### src/sps_pkg.sv
// package of constants and types for the shutdown and power-up sequencer
package sps_pkg;
   // clock rate and timing figures
   localparam int unsigned CLK_HZ = 40000000;
   localparam int unsigned PWRUP_MAX_MS = 100;
   localparam int unsigned SLOW_CLK_MS = 2;
   localparam int unsigned FAST_CLK_MS = 20;
   // default power-up settle time, well inside the 100 ms limit
   localparam int unsigned PWRUP_SETTLE_MS = 25;
   localparam int unsigned PWRUP_SETTLE_CYC = PWRUP_SETTLE_MS * (CLK_HZ / 1000);
   localparam int unsigned PWRUP_MAX_CYC = PWRUP_MAX_MS * (CLK_HZ / 1000);
   localparam int unsigned CNT_W = 32;
   // pad configuration reset value: high impedance, pull on
   localparam logic PAD_OE_RST = 1'h0;
   localparam logic PAD_PULL_EN_RST = 1'h1;
   // pad indices inside the pad vector
   localparam int unsigned PAD_RX = 0;
   localparam int unsigned PAD_TX = 1;
   localparam int unsigned PAD_RTS = 2;
   localparam int unsigned PAD_CTS = 3;
   localparam int unsigned PAD_ACLK = 4;
   localparam int unsigned PAD_AFS = 5;
   localparam int unsigned PAD_AIN = 6;
   localparam int unsigned PAD_AOUT = 7;
   localparam int unsigned PAD_DBG = 8;
   localparam int unsigned NUM_PADS = 9;
   // pull direction per pad: 1 = pullup, 0 = pulldown
   localparam logic [8:0] PAD_PULL_UP = 9'h10F;
   // power states, gray coded along shutdown -> power up -> active
   typedef enum logic [1:0] {
      SPS_SHUTDOWN = 2'h0,
      SPS_POWERUP = 2'h1,
      SPS_ACTIVE = 2'h3
   } sps_state_e;
endpackage

### src/sps_pad_if.sv
// interface carrying one pad's control between sequencer and pad cell
`timescale 1ns/1ps
interface sps_pad_if;
   logic active;
   logic is_output;
   logic pull_up;
   logic out_val;
   logic oe;
   logic pull_en;
   logic pull_dir;
   logic drv;
   modport ctrl (output active, output is_output, output pull_up, output out_val,
      input oe, input pull_en, input pull_dir, input drv);
   modport pad (input active, input is_output, input pull_up, input out_val,
      output oe, output pull_en, output pull_dir, output drv);
endinterface

### src/sps_pad_ctrl.sv
// one pad's registered drive and pull control
`timescale 1ns/1ps
module sps_pad_ctrl
   import sps_pkg::*;
(
   input wire logic sys_clk,
   input wire logic rst_n,
   sps_pad_if.pad pif
);
   // high impedance with pull until active; outputs then drive without pull
   always_ff @(posedge sys_clk or negedge rst_n) begin
      if (!rst_n) begin
         pif.oe <= PAD_OE_RST;
         pif.pull_en <= PAD_PULL_EN_RST;
         pif.pull_dir <= 1'h0;
         pif.drv <= 1'h0;
      end else begin
         pif.oe <= pif.active & pif.is_output;
         pif.pull_en <= ~(pif.active & pif.is_output);
         pif.pull_dir <= pif.pull_up;
         pif.drv <= pif.active & pif.is_output & pif.out_val;
      end
   end
endmodule

### src/sps_sequencer.sv
// shutdown and power-up sequencer with power-mode pad control
`timescale 1ns/1ps
import sps_pkg::*;
// Overview of operation
// - while power-off request is low, stay in shutdown and hold logic in reset
// - drive request-to-send low when power-up ends, within 100 ms of release; rts follows host_link_rts_busy
// - all pins high impedance with pull during shutdown and power-up
// - low, pulled-down or floating request means shutdown; active needs supplies
// - internal pulldown keeps power-off request in shutdown when undriven
// - active: receive, clear-to-send pulled-up inputs; transmit, rts outputs; audio pulldown
// - shutdown: host link and debug pulled up, audio pulled down, all high impedance; all pads pull down from reset until the first clock edge after it
module sps_sequencer
   import sps_pkg::*;
#(
   parameter int unsigned SETTLE_CYC = PWRUP_SETTLE_CYC
)(
   input wire logic sys_clk,
   input wire logic rst_n,
   input wire logic power_off_request_n,
   input wire logic main_supply_ok,
   input wire logic io_supply_ok,
   input wire logic fast_clk_ok,
   input wire logic slow_clk_ok,
   input wire logic host_link_tx_data,
   input wire logic host_link_rts_busy,
   input wire logic debug_trace_data,
   output logic [1:0] power_state,
   output logic core_reset_n,
   output logic power_off_request_pull_down,
   output logic [NUM_PADS-1:0] pad_oe,
   output logic [NUM_PADS-1:0] pad_pull_en,
   output logic [NUM_PADS-1:0] pad_pull_up,
   output logic [NUM_PADS-1:0] pad_out
);
   ////////////////////////////////////////////////////////////////////////////
   // state and counter
   sps_state_e state_q;
   sps_state_e state_d;
   logic [CNT_W-1:0] cnt_q;
   logic run_ok;
   logic settled;
   logic [NUM_PADS-1:0] pad_is_out;
   logic [NUM_PADS-1:0] pad_val;

   // a floating or pulled-down request reads low, so only a driven high runs
   assign run_ok = power_off_request_n & main_supply_ok & io_supply_ok;
   // both clocks reported stable and the settle time spent
   assign settled = (cnt_q >= CNT_W'(SETTLE_CYC)) & fast_clk_ok & slow_clk_ok;

   // next-state selection
   always_comb begin
      state_d = state_q;
      unique case (state_q)
         SPS_SHUTDOWN: begin
            if (run_ok) begin
               state_d = SPS_POWERUP;
            end
         end
         SPS_POWERUP: begin
            if (!run_ok) begin
               state_d = SPS_SHUTDOWN;
            end else if (settled || cnt_q >= CNT_W'(PWRUP_MAX_CYC - 2)) begin
               state_d = SPS_ACTIVE;
            end
         end
         SPS_ACTIVE: begin
            if (!run_ok) begin
               state_d = SPS_SHUTDOWN;
            end
         end
         default: state_d = SPS_SHUTDOWN;
      endcase
   end

   // state register
   always_ff @(posedge sys_clk or negedge rst_n) begin
      if (!rst_n) begin
         state_q <= SPS_SHUTDOWN;
      end else begin
         state_q <= state_d;
      end
   end

   // cycles since release, counted only during power-up
   always_ff @(posedge sys_clk or negedge rst_n) begin
      if (!rst_n) begin
         cnt_q <= '0;
      end else if (state_q == SPS_POWERUP && run_ok) begin
         cnt_q <= cnt_q + CNT_W'(1);
      end else begin
         cnt_q <= '0;
      end
   end

   ////////////////////////////////////////////////////////////////////////////
   // status outputs
   always_ff @(posedge sys_clk or negedge rst_n) begin
      if (!rst_n) begin
         power_state <= SPS_SHUTDOWN;
         core_reset_n <= 1'h0;
         power_off_request_pull_down <= 1'h1;
      end else begin
         power_state <= state_d;
         core_reset_n <= (state_d == SPS_ACTIVE);
         power_off_request_pull_down <= 1'h1;
      end
   end

   ////////////////////////////////////////////////////////////////////////////
   // pad configuration per pad
   // outputs in active mode: transmit, rts, debug; rts follows host_link_rts_busy once active
   always_comb begin
      pad_is_out = '0;
      pad_is_out[PAD_TX] = 1'h1;
      pad_is_out[PAD_RTS] = 1'h1;
      pad_is_out[PAD_DBG] = 1'h1;
      pad_val = '0;
      pad_val[PAD_TX] = host_link_tx_data;
      pad_val[PAD_RTS] = host_link_rts_busy;
      pad_val[PAD_DBG] = debug_trace_data;
   end

   genvar gi;
   generate
      for (gi = 0; gi < NUM_PADS; gi++) begin : g_pad
         sps_pad_if pif ();
         // pads leave high impedance only once active
         assign pif.active = (state_d == SPS_ACTIVE);
         assign pif.is_output = pad_is_out[gi];
         assign pif.pull_up = PAD_PULL_UP[gi];
         assign pif.out_val = pad_val[gi];
         sps_pad_ctrl u_pad (
            .sys_clk(sys_clk),
            .rst_n(rst_n),
            .pif(pif)
         );
         assign pad_oe[gi] = pif.oe;
         assign pad_pull_en[gi] = pif.pull_en;
         assign pad_pull_up[gi] = pif.pull_dir;
         assign pad_out[gi] = pif.drv;
      end
   endgenerate
endmodule

### config.mk
export PLATFORM = sky130hd
export DESIGN_NAME = sps_sequencer
export DESIGN_NICKNAME = d
export VERILOG_FILES = /design/src/sps_pkg.sv /design/src/sps_pad_if.sv /design/src/sps_pad_ctrl.sv /design/src/sps_sequencer.sv
export SDC_FILE = /design/constraint.sdc
export NUM_CORES = 1
export LEC_CHECK = 0
export ABC_AREA = 1
export ABC_CLOCK_PERIOD_IN_PS = 5200
export BUFFER_PORTS_ARGS = -buffer_cell sky130_fd_sc_hd__buf_4
export CAP_MARGIN = 25
export CORE_MARGIN = 2
export CORE_UTILIZATION = 35
export DETAILED_ROUTE_END_ITERATION = 7
export PLACE_DENSITY = 0.52
export REMOVE_ABC_BUFFERS = 1
export SKIP_CTS_REPAIR_TIMING = 1
export SYNTH_ARGS = -nofsm -noshare
export SYNTH_HDL_FRONTEND = slang
export SYNTH_SLANG_ARGS = --single-unit
### constraint.sdc
create_clock -name sys_clk -period 5.2 [get_ports sys_clk]
set_clock_uncertainty 0.2 [all_clocks]
set_input_delay 1.04 -clock sys_clk [delete_from_list [all_inputs] [get_ports sys_clk]]
set_output_delay 1.04 -clock sys_clk [all_outputs]
set_load 0.02 [all_outputs]
==> impl_results.html, run 1 <==
<table>
<tr><th>Metric</th><th>Value</th></tr>
<tr><th colspan="2">Synth</th></tr>
<tr><td>Cell Area, Synth</td><td>roughly 0.0026 mm^2</td></tr>
<tr><td>Number of warnings issued by yosys</td><td>0</td></tr>
<tr><td>Portion of synthesized cell area occupied by the leading cell type</td><td>37.1%</td></tr>
<tr><td>Primary FF master, synth</td><td>sky130_fd_sc_hd__dfrtp_1</td></tr>
<tr><td>Largest area contributor in the netlist</td><td>sky130_fd_sc_hd__dfrtp_1</td></tr>
<tr><td>Mapped Cells</td><td>356</td></tr>
<tr><td>Cell types with the highest counts after synthesis</td><td>70 x sky130_fd_sc_hd__nand2_1, 66 x sky130_fd_sc_hd__nor2_1, 39 x sky130_fd_sc_hd__dfrtp_1</td></tr>
<tr><td>Flop and latch count out of synthesis</td><td>40</td></tr>
<tr><td>Dominant cell by count in the synthesized netlist</td><td>sky130_fd_sc_hd__nand2_1</td></tr>
<tr><td>Number of enable flip-flop cells after synthesis</td><td>0</td></tr>
<tr><td>Synth cell types</td><td>31</td></tr>
<tr><td>Async SR Flop Fraction</td><td>100%</td></tr>
<tr><td>Synth top area cells</td><td>sky130_fd_sc_hd__dfrtp_1 37%, sky130_fd_sc_hd__buf_4 11%, sky130_fd_sc_hd__nand2_1 10%, sky130_fd_sc_hd__nor2_1 9.4%, sky130_fd_sc_hd__inv_1 5.3%</td></tr>
<tr><td>Post-synthesis sequential area ratio</td><td>about two fifths</td></tr>
<tr><td>Synthesized area divided by synthesized cell count</td><td>7.39 um^2</td></tr>
<tr><th colspan="2">Detailed routing</th></tr>
<tr><td>DRC Markers</td><td>0</td></tr>
<tr><td>Vias</td><td>about 2200</td></tr>
<tr><td>WL per Instance</td><td>approximately 12 um</td></tr>
<tr><td>Final wirelength</td><td>about 6000 um</td></tr>
<tr><td>Via-to-Cell Ratio</td><td>around 4.6</td></tr>
<tr><td>First-pass iteration count of the detailed router</td><td>4</td></tr>
<tr><td>Iteration-0 DRC Markers</td><td>between 100 and 150</td></tr>
<tr><td>Number of nets still failing antenna checks after routing</td><td>0</td></tr>
<tr><th colspan="2">Power</th></tr>
<tr><td>PD cells</td><td>around 200 mW/mm^2</td></tr>
<tr><td>Largest vdd supply drop</td><td>89.1 uV</td></tr>
<tr><td>Static Leakage</td><td>roughly 1.3 nW</td></tr>
<tr><td>Total power</td><td>between 0.5 and 0.6 mW</td></tr>
<tr><th colspan="2">STA</th></tr>
<tr><td>Number of setup violations in the final report</td><td>0</td></tr>
<tr><td>Measured slew at the worst slew-check pin</td><td>between 500 and 600 ps</td></tr>
<tr><td>Period utilization</td><td>42.7%</td></tr>
<tr><td>Worst slew margin relative to its limit</td><td>between 60% and 70%</td></tr>
<tr><td>Final worst setup slack</td><td>just under 3000 ps</td></tr>
<tr><td>Setup repair after global routing missed its margin</td><td>false</td></tr>
<tr><td>Number of hold violations in the final report</td><td>0</td></tr>
<tr><td>Maximum achievable frequency</td><td>450 MHz</td></tr>
<tr><td>Post-Route Setup TNS</td><td>0 ps</td></tr>
<tr><td>Fin Hold WS</td><td>between 300 and 400 ps</td></tr>
<tr><td>Minimum period implied by the final worst setup slack</td><td>2220 ps</td></tr>
<tr><td>Max-slew violation count</td><td>0</td></tr>
<tr><th colspan="2">Global route</th></tr>
<tr><td>Total GRT Usage</td><td>approximately 15%</td></tr>
<tr><td>Pin count of the biggest net entering global routing</td><td>41</td></tr>
<tr><td>Vias in the first global route</td><td>~2000</td></tr>
<tr><td>Total overflow reported by the global router</td><td>0</td></tr>
<tr><td>Global-route wire length before repair</td><td>between 10000 and 15000 um</td></tr>
<tr><td>Number of antenna violations at the first check in global routing</td><td>0</td></tr>
<tr><th colspan="2">Finish</th></tr>
<tr><td># diodes</td><td>0</td></tr>
<tr><td>Final core occ</td><td>roughly two fifths</td></tr>
<tr><td>Area delta synth-&gt;final</td><td>7.51%</td></tr>
<tr><td>Fillcell total</td><td>780</td></tr>
<tr><td>Layout net count</td><td>around 380</td></tr>
<tr><td>Fraction of final layout cells with drive strength greater than 1</td><td>16.4%</td></tr>
<tr><th colspan="2">Critical path</th></tr>
<tr><td>Critical Path Sink Type</td><td>output port</td></tr>
<tr><td>Worst-path cell chain</td><td>buf_4</td></tr>
<tr><td>Category of the worst setup path launch point</td><td>flop</td></tr>
<tr><td>Register-to-Register Path Depth</td><td>10</td></tr>
<tr><td>Kind of critical path</td><td>flop to output port</td></tr>
<tr><td>Number of stages on the worst setup path</td><td>1</td></tr>
<tr><td>Largest stage delay, worst path</td><td>around 550 ps</td></tr>
<tr><td>Cell with the largest stage delay on the worst path</td><td>sky130_fd_sc_hd__dfstp_2</td></tr>
<tr><td>Family of cells with the greatest summed delay on the critical path</td><td>flip-flops</td></tr>
<tr><td>Maximum fanout along the worst path</td><td>3</td></tr>
<tr><td>CP Data Arrival Time</td><td>980 ps</td></tr>
<tr><td>Required time of the worst setup path</td><td>~4000 ps</td></tr>
<tr><td>Bufs and invs on worst path</td><td>1</td></tr>
<tr><th colspan="2">Clocking</th></tr>
<tr><td>Number of clock sinks seen by CTS</td><td>40</td></tr>
<tr><td>Clock input transition at the sequential cells of the worst setup and hold paths</td><td>roughly 90 ps</td></tr>
<tr><td>H-tree levels</td><td>2</td></tr>
<tr><td>Clock Tree Buf Depth</td><td>2</td></tr>
<tr><td>Clock tree from TritonCTS</td><td>done</td></tr>
<tr><td>Library cell used as clock root buffer</td><td>sky130_fd_sc_hd__clkbuf_8</td></tr>
<tr><td>Number of clock buffers inserted by TritonCTS</td><td>5</td></tr>
<tr><td>Worst-skew pair later-pin latency</td><td>approximately 300 ps</td></tr>
<tr><th colspan="2">Place</th></tr>
<tr><td>Count of buffers from port buffering</td><td>26</td></tr>
<tr><td>HPWL after detailed placement</td><td>approximately 4400 um</td></tr>
<tr><td>Weighted congestion at the end of routability-driven global placement</td><td>between 0.8 and 0.9</td></tr>
<tr><td>Worst setup slack after placement</td><td>roughly 2700 ps</td></tr>
<tr><th colspan="2">Floorplan</th></tr>
<tr><td>Row cnt</td><td>31</td></tr>
<tr><td>Starting utilization of the core area</td><td>between 30% and 40%</td></tr>
<tr><td>Io pins</td><td>50</td></tr>
<tr><td>Core ar.</td><td>just over 0.007 mm^2</td></tr>
<tr><td>Die extent in y</td><td>just over 90 um</td></tr>
<tr><td>Die Footprint</td><td>a little over 0.008 mm^2</td></tr>
<tr><td>Chip Width</td><td>between 90 and 100 um</td></tr>
<tr><th colspan="2">Hold path</th></tr>
<tr><td>Path class of the lowest-slack min-delay path</td><td>flop to flop</td></tr>
<tr><td>Number of instances on the worst hold path</td><td>1</td></tr>
<tr><th colspan="2">Status</th></tr>
<tr><td>Result of the run</td><td>complete, no violations</td></tr>
<tr><th colspan="2">Job</th></tr>
<tr><td>Reported max-cap violation count</td><td>0</td></tr>
</table>
## final timing paths
check | startpoint | slack [ps] | endpoint
max | g_pad[8].u_pad.pif.pull_en | 2980 | pad_pull_en[2]
min | cnt_q[0] | 300 | cnt_q[0]
max reg2reg | cnt_q[1] | 3280 | cnt_q[22]
min reg2reg | cnt_q[0] | 300 | cnt_q[0]
max in group asynchronous | rst_n | 3900 | g_pad[8].u_pad.pif.pull_en
min in group asynchronous | rst_n | 520 | cnt_q[4]
## metal layers
metal	wire length (um)	part of all wire (%)	up-vias	GRT usage, %
li1	-	-	1094	-
met1	2890	49	1017	20.8
met2	2670	46	46	24.4
met3	209	3.6	8	2.50
met4	106	1.8	0	5.38
met5	0	0	-	0
## layout by cell type (no fill, tap or decap), drive strengths merged
cell type / Yosys / routed
nor2: 75 / 75
nand2: 74 / 74
inv: 42 / 42
dfrtp: 39 / 39
buf: 39 / 27
conb: 2 / 24
nand3: 17 / 17
nor3: 14 / 14
a21oi: 12 / 12
nand4: 12 / 12
xor2: 8 / 8
o21ai: 7 / 7
clkbuf: 1 / 6
a31oi: 3 / 3
nor3b: 2 / 2
xnor2: 2 / 2
ha: 2 / 2
clkinv: 0 / 2
and2: 1 / 1
o21a: 1 / 1
and3: 1 / 1
nand3b: 1 / 1
dfstp: 1 / 1
## power breakdown
group / internal (mW) / total (mW) / switching [mW]
clock: 0.106 / 0.224 / 0.118
sequential: 0.312 / 0.312 / 0.000678
combinational: 0.00790 / 0.0354 / 0.0275
total: 0.426 / 0.571 / 0.146
## sequential cells by signal, summed over array words and instances (netlist names)
name                      count
g_pad.u_pad.pif.pull_dir      1
power_state                   2
g_pad.u_pad.pif.drv           3
cnt_q                        32
g_pad.u_pad.pif.oe            1
g_pad.u_pad.pif.pull_en       1
## logic make-up (layout without fill, tap and decap cells)
group,count (synthesis),count (layout),share of synthesized area (%)
other cells,2,24,0.285
buf+inv,82,77,17.5
simple gates,197,197,35.2
xor+xnor,10,10,3.33
fa+ha+maj,2,2,0.951
flops,40,40,38.1
compound gates,23,23,4.61
## per-stage QoR
step,cells,cell area (um^2)
final,472,2830
after detailed placement,464,2740
after global placement,464,2740
after global routing,472,2830
after floorplan,338,2410
after CTS,472,2830
## final cells by class
| type | instances | area, um^2 | share of cell area, % |
|---|---|---|---|
| clock buffers | 6 | 82.6 | 2.92 |
| multi-input cells | 256 | 1250 | 44.2 |
| flip-flops and latches | 40 | 1000 | 35.4 |
| inverters | 42 | 158 | 5.57 |
| clock inverters | 2 | 10.0 | 0.354 |
| well taps | 99 | 124 | 4.38 |
| repair buffers | 27 | 203 | 7.16 |
(Power assumes the default switching activity.)
==> inputs of run 2 (changes only) <==
--- a/config.mk
+++ b/config.mk
@@ -5,8 +5,8 @@
 export SDC_FILE = /design/constraint.sdc
 export NUM_CORES = 1
 export LEC_CHECK = 0
-export ABC_AREA = 1
-export ABC_CLOCK_PERIOD_IN_PS = 5200
+export ABC_AREA = 0
+export ABC_CLOCK_PERIOD_IN_PS = 2100
 export BUFFER_PORTS_ARGS = -buffer_cell sky130_fd_sc_hd__buf_4
 export CAP_MARGIN = 25
 export CORE_MARGIN = 2
==> constraint.sdc (replaced) <==
create_clock -name sys_clk -period 2.1 [get_ports sys_clk]
set_clock_uncertainty 0.2 [all_clocks]
set_input_delay 0.42 -clock sys_clk [delete_from_list [all_inputs] [get_ports sys_clk]]
set_output_delay 0.42 -clock sys_clk [all_outputs]
set_load 0.02 [all_outputs]
==> run 2 against run 1 <==
The flow now finishes with violations (design-rule violations, negative setup slack). Sequential power increased by 150%. Total power increased to 2.6 times the previous value. First-iteration DRC count decreased by 50%. Die area decreased by 10%. Critical path type is now flop to flop. Combinational power increased to 2.5 times the previous value. Critical path depth increased by 6. Synthesized cell count decreased by 27%. Largest cell class unchanged.
==> impl_results.html, run 2 <==
<table>
<tr><th>Metric</th><th>Value</th></tr>
<tr><th colspan="2">Synth</th></tr>
<tr><td>Synth cell types</td><td>37</td></tr>
<tr><td>Dominant cell by count in the synthesized netlist</td><td>sky130_fd_sc_hd__dfrtp_1</td></tr>
<tr><td>Largest area contributor in the netlist</td><td>sky130_fd_sc_hd__dfrtp_1</td></tr>
<tr><td>Synthesized area divided by synthesized cell count</td><td>9.06 um^2</td></tr>
<tr><td>Primary FF master, synth</td><td>sky130_fd_sc_hd__dfrtp_1</td></tr>
<tr><td>Cell Area, Synth</td><td>approximately 0.0023 mm^2</td></tr>
<tr><td>Async SR Flop Fraction</td><td>100%</td></tr>
<tr><td>Cell types with the highest counts after synthesis</td><td>39 x sky130_fd_sc_hd__dfrtp_1, 37 x sky130_fd_sc_hd__buf_4, 25 x sky130_fd_sc_hd__a21oi_1</td></tr>
<tr><td>Portion of synthesized cell area occupied by the leading cell type</td><td>41.6%</td></tr>
<tr><td>Number of enable flip-flop cells after synthesis</td><td>0</td></tr>
<tr><td>Number of warnings issued by yosys</td><td>0</td></tr>
<tr><td>Flop and latch count out of synthesis</td><td>40</td></tr>
<tr><td>Post-synthesis sequential area ratio</td><td>between 40% and 50%</td></tr>
<tr><td>Mapped Cells</td><td>259</td></tr>
<tr><td>Synth top area cells</td><td>sky130_fd_sc_hd__dfrtp_1 42%, sky130_fd_sc_hd__buf_4 12%, sky130_fd_sc_hd__a21oi_1 5.3%, sky130_fd_sc_hd__o31ai_1 4.5%, sky130_fd_sc_hd__or4_1 4.5%</td></tr>
<tr><th colspan="2">STA</th></tr>
<tr><td>Post-Route Setup TNS</td><td>-187 ps</td></tr>
<tr><td>Minimum period implied by the final worst setup slack</td><td>2160 ps</td></tr>
<tr><td>Final worst setup slack</td><td>-57.3 ps</td></tr>
<tr><td>Fin Hold WS</td><td>approximately 140 ps</td></tr>
<tr><td>Number of setup violations in the final report</td><td>8</td></tr>
<tr><td>Measured slew at the worst slew-check pin</td><td>524 ps</td></tr>
<tr><td>Worst slew margin relative to its limit</td><td>65.0%</td></tr>
<tr><td>Maximum achievable frequency</td><td>~460 MHz</td></tr>
<tr><td>Number of hold violations in the final report</td><td>0</td></tr>
<tr><td>Setup repair after global routing missed its margin</td><td>true</td></tr>
<tr><td>Max-slew violation count</td><td>0</td></tr>
<tr><td>Period utilization</td><td>103%</td></tr>
<tr><th colspan="2">Clocking</th></tr>
<tr><td>Worst-skew pair later-pin latency</td><td>around 300 ps</td></tr>
<tr><td>H-tree levels</td><td>2</td></tr>
<tr><td>Clock tree from TritonCTS</td><td>done</td></tr>
<tr><td>Number of clock sinks seen by CTS</td><td>40</td></tr>
<tr><td>Number of clock buffers inserted by TritonCTS</td><td>5</td></tr>
<tr><td>Clock Tree Buf Depth</td><td>2</td></tr>
<tr><td>Library cell used as clock root buffer</td><td>sky130_fd_sc_hd__clkbuf_8</td></tr>
<tr><td>Clock input transition at the sequential cells of the worst setup and hold paths</td><td>~80 ps</td></tr>
<tr><th colspan="2">Detailed routing</th></tr>
<tr><td>Number of nets still failing antenna checks after routing</td><td>0</td></tr>
<tr><td>Vias</td><td>approximately 2000</td></tr>
<tr><td>WL per Instance</td><td>~15 um</td></tr>
<tr><td>Iteration-0 DRC Markers</td><td>slightly below 70</td></tr>
<tr><td>Via-to-Cell Ratio</td><td>5.15</td></tr>
<tr><td>Final wirelength</td><td>approximately 5700 um</td></tr>
<tr><td>DRC Markers</td><td>2</td></tr>
<tr><td>First-pass iteration count of the detailed router</td><td>7</td></tr>
<tr><th colspan="2">Global route</th></tr>
<tr><td>Number of antenna violations at the first check in global routing</td><td>0</td></tr>
<tr><td>Grt met3 use</td><td>under 10%</td></tr>
<tr><td>Global routing met2 resource utilization</td><td>between 20% and 30%</td></tr>
<tr><td>Pin count of the biggest net entering global routing</td><td>approximately 40</td></tr>
<tr><td>Routing layer with the top usage in global route</td><td>met2</td></tr>
<tr><td>Vias in the first global route</td><td>1791</td></tr>
<tr><td>Total overflow reported by the global router</td><td>0</td></tr>
<tr><td>Global routing usage on met1</td><td>between 20% and 30%</td></tr>
<tr><td>Global-route wire length before repair</td><td>between 8000 and 9000 um</td></tr>
<tr><td>Total GRT Usage</td><td>about 15%</td></tr>
<tr><th colspan="2">Critical path</th></tr>
<tr><td>Critical Path Sink Type</td><td>flop</td></tr>
<tr><td>Kind of critical path</td><td>flop to flop</td></tr>
<tr><td>Launching element of the worst setup path</td><td>cnt_q[1]</td></tr>
<tr><td>Register-to-Register Path Depth</td><td>7</td></tr>
<tr><td>Required time of the worst setup path</td><td>roughly 2100 ps</td></tr>
<tr><td>Maximum fanout along the worst path</td><td>5</td></tr>
<tr><td>CP Data Arrival Time</td><td>~2200 ps</td></tr>
<tr><td>Category of the worst setup path launch point</td><td>flop</td></tr>
<tr><td>Worst reg2reg startpoint</td><td>cnt_q[1]</td></tr>
<tr><th colspan="2">Floorplan</th></tr>
<tr><td>Starting utilization of the core area</td><td>between 30% and 40%</td></tr>
<tr><td>Die Footprint</td><td>~0.0074 mm^2</td></tr>
<tr><td>Die extent in y</td><td>around 86 um</td></tr>
<tr><td>Row cnt</td><td>29</td></tr>
<tr><td>Io pins</td><td>50</td></tr>
<tr><td>Chip Width</td><td>between 80 and 90 um</td></tr>
<tr><td>Core ar.</td><td>0.00642 mm^2</td></tr>
<tr><th colspan="2">Status</th></tr>
<tr><td>Result of the run</td><td>complete, but fails checks</td></tr>
<tr><td>Violations in the final reports</td><td>design-rule violations, negative setup slack</td></tr>
<tr><th colspan="2">Finish</th></tr>
<tr><td>Highest-count cells in the layout ignoring fill and taps</td><td>55 x sky130_fd_sc_hd__buf_4, 39 x sky130_fd_sc_hd__dfrtp_1, 24 x sky130_fd_sc_hd__conb_1, 16 x sky130_fd_sc_hd__a21oi_1</td></tr>
<tr><td>Most common cell after layout, fill and taps aside</td><td>sky130_fd_sc_hd__buf_4</td></tr>
<tr><td>Fraction of final layout cells with drive strength greater than 1</td><td>32.6%</td></tr>
<tr><td>Layout net count</td><td>about 320</td></tr>
<tr><td>Register with the most flip-flops</td><td>cnt_q</td></tr>
<tr><td>Area delta synth-&gt;final</td><td>28.3%</td></tr>
<tr><td>Max reg flops</td><td>32</td></tr>
<tr><td>Fillcell total</td><td>between 600 and 700</td></tr>
<tr><td>Area of all placed cells without fillers</td><td>between 0.003 and 0.004 mm^2</td></tr>
<tr><td># diodes</td><td>0</td></tr>
<tr><td>Biggest registers after layout</td><td>cnt_q (32), g_pad.u_pad.pif.drv (3), power_state (2)</td></tr>
<tr><th colspan="2">Power</th></tr>
<tr><td>Total power</td><td>1.50 mW</td></tr>
<tr><td>Static Leakage</td><td>between 1 and 1.5 nW</td></tr>
<tr><td>Largest vdd supply drop</td><td>284 uV</td></tr>
<tr><td>PD cells</td><td>roughly 500 mW/mm^2</td></tr>
<tr><th colspan="2">Hold path</th></tr>
<tr><td>Hold wc startpoint</td><td>debug_trace_data</td></tr>
<tr><td>Path class of the lowest-slack min-delay path</td><td>input port to flop</td></tr>
<tr><td>Number of instances on the worst hold path</td><td>3</td></tr>
<tr><th colspan="2">Place</th></tr>
<tr><td>Weighted congestion at the end of routability-driven global placement</td><td>between 0.7 and 0.8</td></tr>
<tr><td>Count of buffers from port buffering</td><td>26</td></tr>
<tr><td>HPWL after detailed placement</td><td>approximately 3700 um</td></tr>
<tr><td>Placement Cell Area</td><td>0.00264 mm^2</td></tr>
<tr><th colspan="2">Job</th></tr>
<tr><td>Reported max-cap violation count</td><td>0</td></tr>
</table>
[run 2: layout make-up]
| class | count | area, um^2 | share of cell area, % |
|---|---|---|---|
| Clock inverter | 2 | 35.0 | 1.16 |
| Clock buffer | 6 | 72.6 | 2.41 |
| Sequential cell | 40 | 1000 | 33.3 |
| Multi-Input combinational cell | 185 | 1180 | 39.1 |
| Tap cell | 77 | 96.3 | 3.20 |
| Timing Repair Buffer | 66 | 598 | 19.9 |
| Inverter | 8 | 30.0 | 0.997 |
[run 2: cells by family (layout without fill, tap and decap cells)]
| kind of cell | after synthesis | after routing | synth area share (%) |
|---|---|---|---|
| and+or+nand+nor | 94 | 94 | 22.7 |
| AOI/OAI and AO/OA | 56 | 56 | 14.8 |
| buffers and inverters | 56 | 82 | 15.0 |
| DFF | 40 | 40 | 42.7 |
| xor gates and xnor gates | 9 | 9 | 3.36 |
| adders and majority gates | 2 | 2 | 1.07 |
| other | 2 | 24 | 0.320 |
[run 2: stage by stage]
stage	instances	setup slack [ps]	utilization, %
5_1_grt	384	-110	46.9
2_1_floorplan	233	-288	-
6_report	384	-57.3	46.9
3_5_place_dp	368	-163	41.1
3_3_place_gp	368	-116	41.1
4_1_cts	376	-182	42.8
[run 2: where the power goes]
group          switching (mW)  total (mW)  internal (mW)
clock                   0.283       0.636          0.353
sequential            0.00196       0.773          0.771
combinational          0.0692      0.0896         0.0204
total                   0.354        1.50           1.14
[run 2: routing by layer]
layer / routed length, um / part of all wire (%) / up-vias
met5: 0 / 0 / -
met4: 46 / 0.81 / 0
met2: 2670 / 47 / 35
met3: 174 / 3.0 / 7
li1: - / - / 975
met1: 2820 / 49 / 962
[run 2: worst paths after layout]
| check | endpoint | slack (ps) |
|---|---|---|
| setup / recovery | cnt_q[13] | -60 |
| hold / removal | g_pad[8].u_pad.pif.drv | 140 |
| setup reg to reg | cnt_q[13] | -60 |
| hold reg to reg | power_state[0] | 360 |
| max in group asynchronous | g_pad[8].u_pad.pif.pull_en | 880 |
| min in group asynchronous | power_state[1] | 450 |
[run 2: critical path, cell delays in order, from the launching register on]
cell,delay [ps]
sky130_fd_sc_hd__dfrtp_1,370
sky130_fd_sc_hd__buf_6,120
sky130_fd_sc_hd__nand3_4,70
sky130_fd_sc_hd__or4_4,590
sky130_fd_sc_hd__buf_12,160
sky130_fd_sc_hd__clkbuf_16,150
sky130_fd_sc_hd__or3_4,320
sky130_fd_sc_hd__a21oi_2,110
==> inputs of run 3 (changes only) <==
--- a/config.mk
+++ b/config.mk
@@ -12,9 +12,10 @@
 export CORE_MARGIN = 2
 export CORE_UTILIZATION = 35
 export DETAILED_ROUTE_END_ITERATION = 7
-export PLACE_DENSITY = 0.52
+export PLACE_DENSITY = 0.5
 export REMOVE_ABC_BUFFERS = 1
 export SKIP_CTS_REPAIR_TIMING = 1
 export SYNTH_ARGS = -nofsm -noshare
 export SYNTH_HDL_FRONTEND = slang
+export SYNTH_HIERARCHICAL = 1
 export SYNTH_SLANG_ARGS = --single-unit
==> run 3 against run 2 <==
The run now ends clean. Sequential power grew 79%. Non-clock buffer count grew 27. Sequential cell count grew 31. Die area grew 40%. Sequential share of layout area grew 8.0 points. Via count grew 25%. Largest cell class is now flip-flops and latches. Area after synthesis grew 42%. Maximum frequency grew 4.6%. Synthesized cell count grew 20%. Critical path type unchanged. Core utilization is essentially flat.
==> impl_results.html, run 3 <==
<table>
<tr><th>Metric</th><th>Value</th></tr>
<tr><th colspan="2">Finish</th></tr>
<tr><td>Layout net count</td><td>422</td></tr>
<tr><td>Most common cell after layout, fill and taps aside</td><td>sky130_fd_sc_hd__buf_4</td></tr>
<tr><td>Area of all placed cells without fillers</td><td>between 0.004 and 0.005 mm^2</td></tr>
<tr><td>Area of the multi-input gates</td><td>between 0.001 and 0.0015 mm^2</td></tr>
<tr><td>Highest-count cells in the layout ignoring fill and taps</td><td>88 x sky130_fd_sc_hd__buf_4, 61 x sky130_fd_sc_hd__dfrtp_1, 43 x sky130_fd_sc_hd__conb_1, 21 x sky130_fd_sc_hd__nand2_1, 17 x sky130_fd_sc_hd__a21oi_1</td></tr>
<tr><td>Max reg flops</td><td>32</td></tr>
<tr><td>Final core occ</td><td>46.9%</td></tr>
<tr><td>Fillcell total</td><td>890</td></tr>
<tr><td># diodes</td><td>0</td></tr>
<tr><td>Register with the most flip-flops</td><td>cnt_q</td></tr>
<tr><td>Sequential cell area</td><td>about 0.0018 mm^2</td></tr>
<tr><td>Area delta synth-&gt;final</td><td>29.9%</td></tr>
<tr><td>Final Instance Count excl. Fillers</td><td>around 540</td></tr>
<tr><td>Fraction of final layout cells with drive strength greater than 1</td><td>a little over a third</td></tr>
<tr><th colspan="2">Power</th></tr>
<tr><td>PD cells</td><td>approximately 630 mW/mm^2</td></tr>
<tr><td>Internal power summed over all cells</td><td>between 2 and 2.5 mW</td></tr>
<tr><td>Share of power burned in the clock network</td><td>46.1%</td></tr>
<tr><td>Combinational fraction of design power</td><td>roughly 3.3%</td></tr>
<tr><td>Static Leakage</td><td>between 2 and 2.5 nW</td></tr>
<tr><td>NetSw</td><td>between 0.6 and 0.7 mW</td></tr>
<tr><td>Seq pwr share</td><td>between 50% and 60%</td></tr>
<tr><td>Net switching share of the total power</td><td>22.5%</td></tr>
<tr><td>Total power</td><td>approximately 2.7 mW</td></tr>
<tr><td>Largest vdd supply drop</td><td>~400 uV</td></tr>
<tr><th colspan="2">Detailed routing</th></tr>
<tr><td>Vias</td><td>between 2000 and 2500</td></tr>
<tr><td>Via-to-Cell Ratio</td><td>between 4 and 5</td></tr>
<tr><td>DRC Markers</td><td>0</td></tr>
<tr><td>Final wirelength</td><td>7220 um</td></tr>
<tr><td>Number of nets still failing antenna checks after routing</td><td>0</td></tr>
<tr><td>Iteration-0 DRC Markers</td><td>47</td></tr>
<tr><td>First-pass iteration count of the detailed router</td><td>4</td></tr>
<tr><td>WL per Instance</td><td>13.3 um</td></tr>
<tr><th colspan="2">STA</th></tr>
<tr><td>Max-slew violation count</td><td>0</td></tr>
<tr><td>Minimum period implied by the final worst setup slack</td><td>2060 ps</td></tr>
<tr><td>Number of hold violations in the final report</td><td>0</td></tr>
<tr><td>Number of setup violations in the final report</td><td>0</td></tr>
<tr><td>Worst slew margin relative to its limit</td><td>between 50% and 60%</td></tr>
<tr><td>Period utilization</td><td>98.2%</td></tr>
<tr><td>Maximum achievable frequency</td><td>slightly below 500 MHz</td></tr>
<tr><td>Measured slew at the worst slew-check pin</td><td>around 610 ps</td></tr>
<tr><th colspan="2">Synth</th></tr>
<tr><td>Number of warnings issued by yosys</td><td>6</td></tr>
<tr><td>Flop and latch count out of synthesis</td><td>71</td></tr>
<tr><td>Number of enable flip-flop cells after synthesis</td><td>0</td></tr>
<tr><td>Async SR Flop Fraction</td><td>100%</td></tr>
<tr><td>Cell types with the highest counts after synthesis</td><td>62 x sky130_fd_sc_hd__dfrtp_1, 38 x sky130_fd_sc_hd__buf_4, 21 x sky130_fd_sc_hd__nand2_1</td></tr>
<tr><td>Cell Area, Synth</td><td>approximately 0.0033 mm^2</td></tr>
<tr><td>Portion of netlist area occupied by mux cells</td><td>less than 1%</td></tr>
<tr><td>Adder-cell area share of the yosys netlist</td><td>less than 1%</td></tr>
<tr><td>Xor and xnor fraction of the mapped netlist area</td><td>between 2 and 3%</td></tr>
<tr><td>Largest area contributor in the netlist</td><td>sky130_fd_sc_hd__dfrtp_1</td></tr>
<tr><td>Synth cell types</td><td>41</td></tr>
<tr><td>Synth top area cells</td><td>sky130_fd_sc_hd__dfrtp_1 47%, sky130_fd_sc_hd__buf_4 8.6%, sky130_fd_sc_hd__dfstp_2 7.1%, sky130_fd_sc_hd__a21oi_1 2.9%, sky130_fd_sc_hd__nand4_1 2.6%</td></tr>
<tr><td>Compound-gate portion of the synthesized area</td><td>7.91%</td></tr>
<tr><td>Portion of synthesized cell area occupied by the leading cell type</td><td>~47%</td></tr>
<tr><td>Mapped Cells</td><td>~310</td></tr>
<tr><td>Main combinational cell family by area after synthesis</td><td>simple AND/OR/NAND/NOR gates</td></tr>
<tr><td>Post-synthesis sequential area ratio</td><td>53.6%</td></tr>
<tr><td>Synthesized area divided by synthesized cell count</td><td>roughly 11 um^2</td></tr>
<tr><td>Post-Synth Simple-Gate Area</td><td>23.3%</td></tr>
<tr><td>Dominant cell by count in the synthesized netlist</td><td>sky130_fd_sc_hd__dfrtp_1</td></tr>
<tr><td>Primary FF master, synth</td><td>sky130_fd_sc_hd__dfrtp_1</td></tr>
<tr><th colspan="2">Critical path</th></tr>
<tr><td>Category of the worst setup path launch point</td><td>flop</td></tr>
<tr><td>Bufs and invs on worst path</td><td>1</td></tr>
<tr><td>Cell with the largest stage delay on the worst path</td><td>sky130_fd_sc_hd__or4_1</td></tr>
<tr><td>Required time of the worst setup path</td><td>2180 ps</td></tr>
<tr><td>Family of cells with the greatest summed delay on the critical path</td><td>simple AND/OR/NAND/NOR gates</td></tr>
<tr><td>Largest stage delay, worst path</td><td>between 500 and 600 ps</td></tr>
<tr><td>Critical Path Sink Type</td><td>flop</td></tr>
<tr><td>CP Data Arrival Time</td><td>about 2100 ps</td></tr>
<tr><td>Kind of critical path</td><td>flop to flop</td></tr>
<tr><td>Maximum fanout along the worst path</td><td>15</td></tr>
<tr><td>Number of stages on the worst setup path</td><td>6</td></tr>
<tr><td>Worst-path cell chain</td><td>ha_2, and4_4, nand3_2, buf_12, or4_1, a21oi_2</td></tr>
<tr><td>Register-to-Register Path Depth</td><td>6</td></tr>
<tr><th colspan="2">Floorplan</th></tr>
<tr><td>Die Footprint</td><td>0.0103 mm^2</td></tr>
<tr><td>Die extent in y</td><td>about 100 um</td></tr>
<tr><td>Starting utilization of the core area</td><td>a little over a third</td></tr>
<tr><td>Core ar.</td><td>between 0.009 and 0.01 mm^2</td></tr>
<tr><td>Chip Width</td><td>~100 um</td></tr>
<tr><td>Io pins</td><td>50</td></tr>
<tr><td>Row cnt</td><td>35</td></tr>
<tr><th colspan="2">Global route</th></tr>
<tr><td>Total GRT Usage</td><td>between 10% and 20%</td></tr>
<tr><td>Vias in the first global route</td><td>roughly 2500</td></tr>
<tr><td>Global-route wire length before repair</td><td>approximately 12000 um</td></tr>
<tr><td>Pin count of the biggest net entering global routing</td><td>31</td></tr>
<tr><td>Total overflow reported by the global router</td><td>0</td></tr>
<tr><td>Number of antenna violations at the first check in global routing</td><td>0</td></tr>
<tr><th colspan="2">Place</th></tr>
<tr><td>HPWL after detailed placement</td><td>4940 um</td></tr>
<tr><td>Placement Cell Area</td><td>0.00400 mm^2</td></tr>
<tr><td>Count of buffers from port buffering</td><td>48</td></tr>
<tr><td>Weighted congestion at the end of routability-driven global placement</td><td>roughly 0.75</td></tr>
<tr><td>Number of instances in the placed design</td><td>roughly 520</td></tr>
<tr><th colspan="2">Clocking</th></tr>
<tr><td>Clock Tree Buf Depth</td><td>2</td></tr>
<tr><td>H-tree levels</td><td>3</td></tr>
<tr><td>Number of clock buffers inserted by TritonCTS</td><td>9</td></tr>
<tr><td>Worst-skew pair later-pin latency</td><td>about 350 ps</td></tr>
<tr><td>Number of clock sinks seen by CTS</td><td>slightly above 70</td></tr>
<tr><td>Clock tree from TritonCTS</td><td>done</td></tr>
<tr><td>Library cell used as clock root buffer</td><td>sky130_fd_sc_hd__clkbuf_8</td></tr>
<tr><td>Clock input transition at the sequential cells of the worst setup and hold paths</td><td>around 80 ps</td></tr>
<tr><th colspan="2">Hold path</th></tr>
<tr><td>Path class of the lowest-slack min-delay path</td><td>input port to flop</td></tr>
<tr><td>Number of instances on the worst hold path</td><td>2</td></tr>
<tr><th colspan="2">Job</th></tr>
<tr><td>Reported max-cap violation count</td><td>0</td></tr>
<tr><th colspan="2">Status</th></tr>
<tr><td>Result of the run</td><td>complete, no violations</td></tr>
</table>
-- run 3: cell count changes in the layout (fill, tap and decap cells not counted), moves of 5 or more --
cell	change
sky130_fd_sc_hd__a21oi_2	-7
sky130_fd_sc_hd__and2_2	+10
sky130_fd_sc_hd__and3_1	+12
sky130_fd_sc_hd__buf_4	+33
sky130_fd_sc_hd__clkbuf_8	+5
sky130_fd_sc_hd__conb_1	+19
sky130_fd_sc_hd__dfrtp_1	+22
sky130_fd_sc_hd__dfstp_2	+8
sky130_fd_sc_hd__nand2_1	+7
sky130_fd_sc_hd__nand4_1	+5
sky130_fd_sc_hd__or4_4	-8
sky130_fd_sc_hd__xor2_1	+6
-- run 3: kinds of logic after synthesis --
logic type / count (synthesis)
multiplexers: 1
XOR/XNOR: 11
flip-flops: 71
AO/OA/AOI/OAI: 45
AND/OR/NAND/NOR: 129
other: 2
buffers and inverters: 51
adder cells (fa/ha/maj): 2
-- run 3: worst paths after layout --
kind                       slack (ps)                          to          startpoint
max reg2reg                        40                   cnt_q[20]            cnt_q[0]
max                                40                   cnt_q[20]            cnt_q[0]
min reg2reg                       330                    cnt_q[0]            cnt_q[0]
min in group asynchronous         340                   cnt_q[19]               rst_n
min                               100      g_pad[2].u_pad/pif.drv  host_link_rts_busy
max in group asynchronous         780  g_pad[5].u_pad/pif.pull_en               rst_n
-- run 3: routing by layer --
metal	global-route usage, %	vias up	wire length [um]
li1	-	1228	-
met1	19.1	1206	3290
met2	23.6	36	3520
met3	4.42	10	322
met4	4.68	0	86
met5	0	-	0
-- run 3: per-stage QoR --
stage	setup slack (ps)	TNS [ps]	hold WS, ps
after floorplan	-193	-1470	-75.6
after global placement	-10.0	-10.0	197
after detailed placement	14.2	0	196
after CTS	-12.9	-30.8	-189
after global routing	-20.5	-44.2	107
final	38.3	0	101
-- run 3: power groups by stage --
stage               clock network (mW)  logic (mW)  registers (mW)
floorplan                            0      0.0107            1.42
global placement                     0      0.0911            1.41
detailed placement                   0      0.0912            1.41
CTS                               1.30      0.0916            1.38
global route                      1.37       0.104            1.38
finish                            1.26      0.0909            1.38
-- run 3: layout make-up --
class                      instances  area share (%)
sequential                        71            41.3
multi-input combinational        231            32.2
timing repair buffer              93            17.1
tap                              129            3.72
clock buffer                      10            3.18
clock inverter                     6            2.14
inverter                           4           0.346
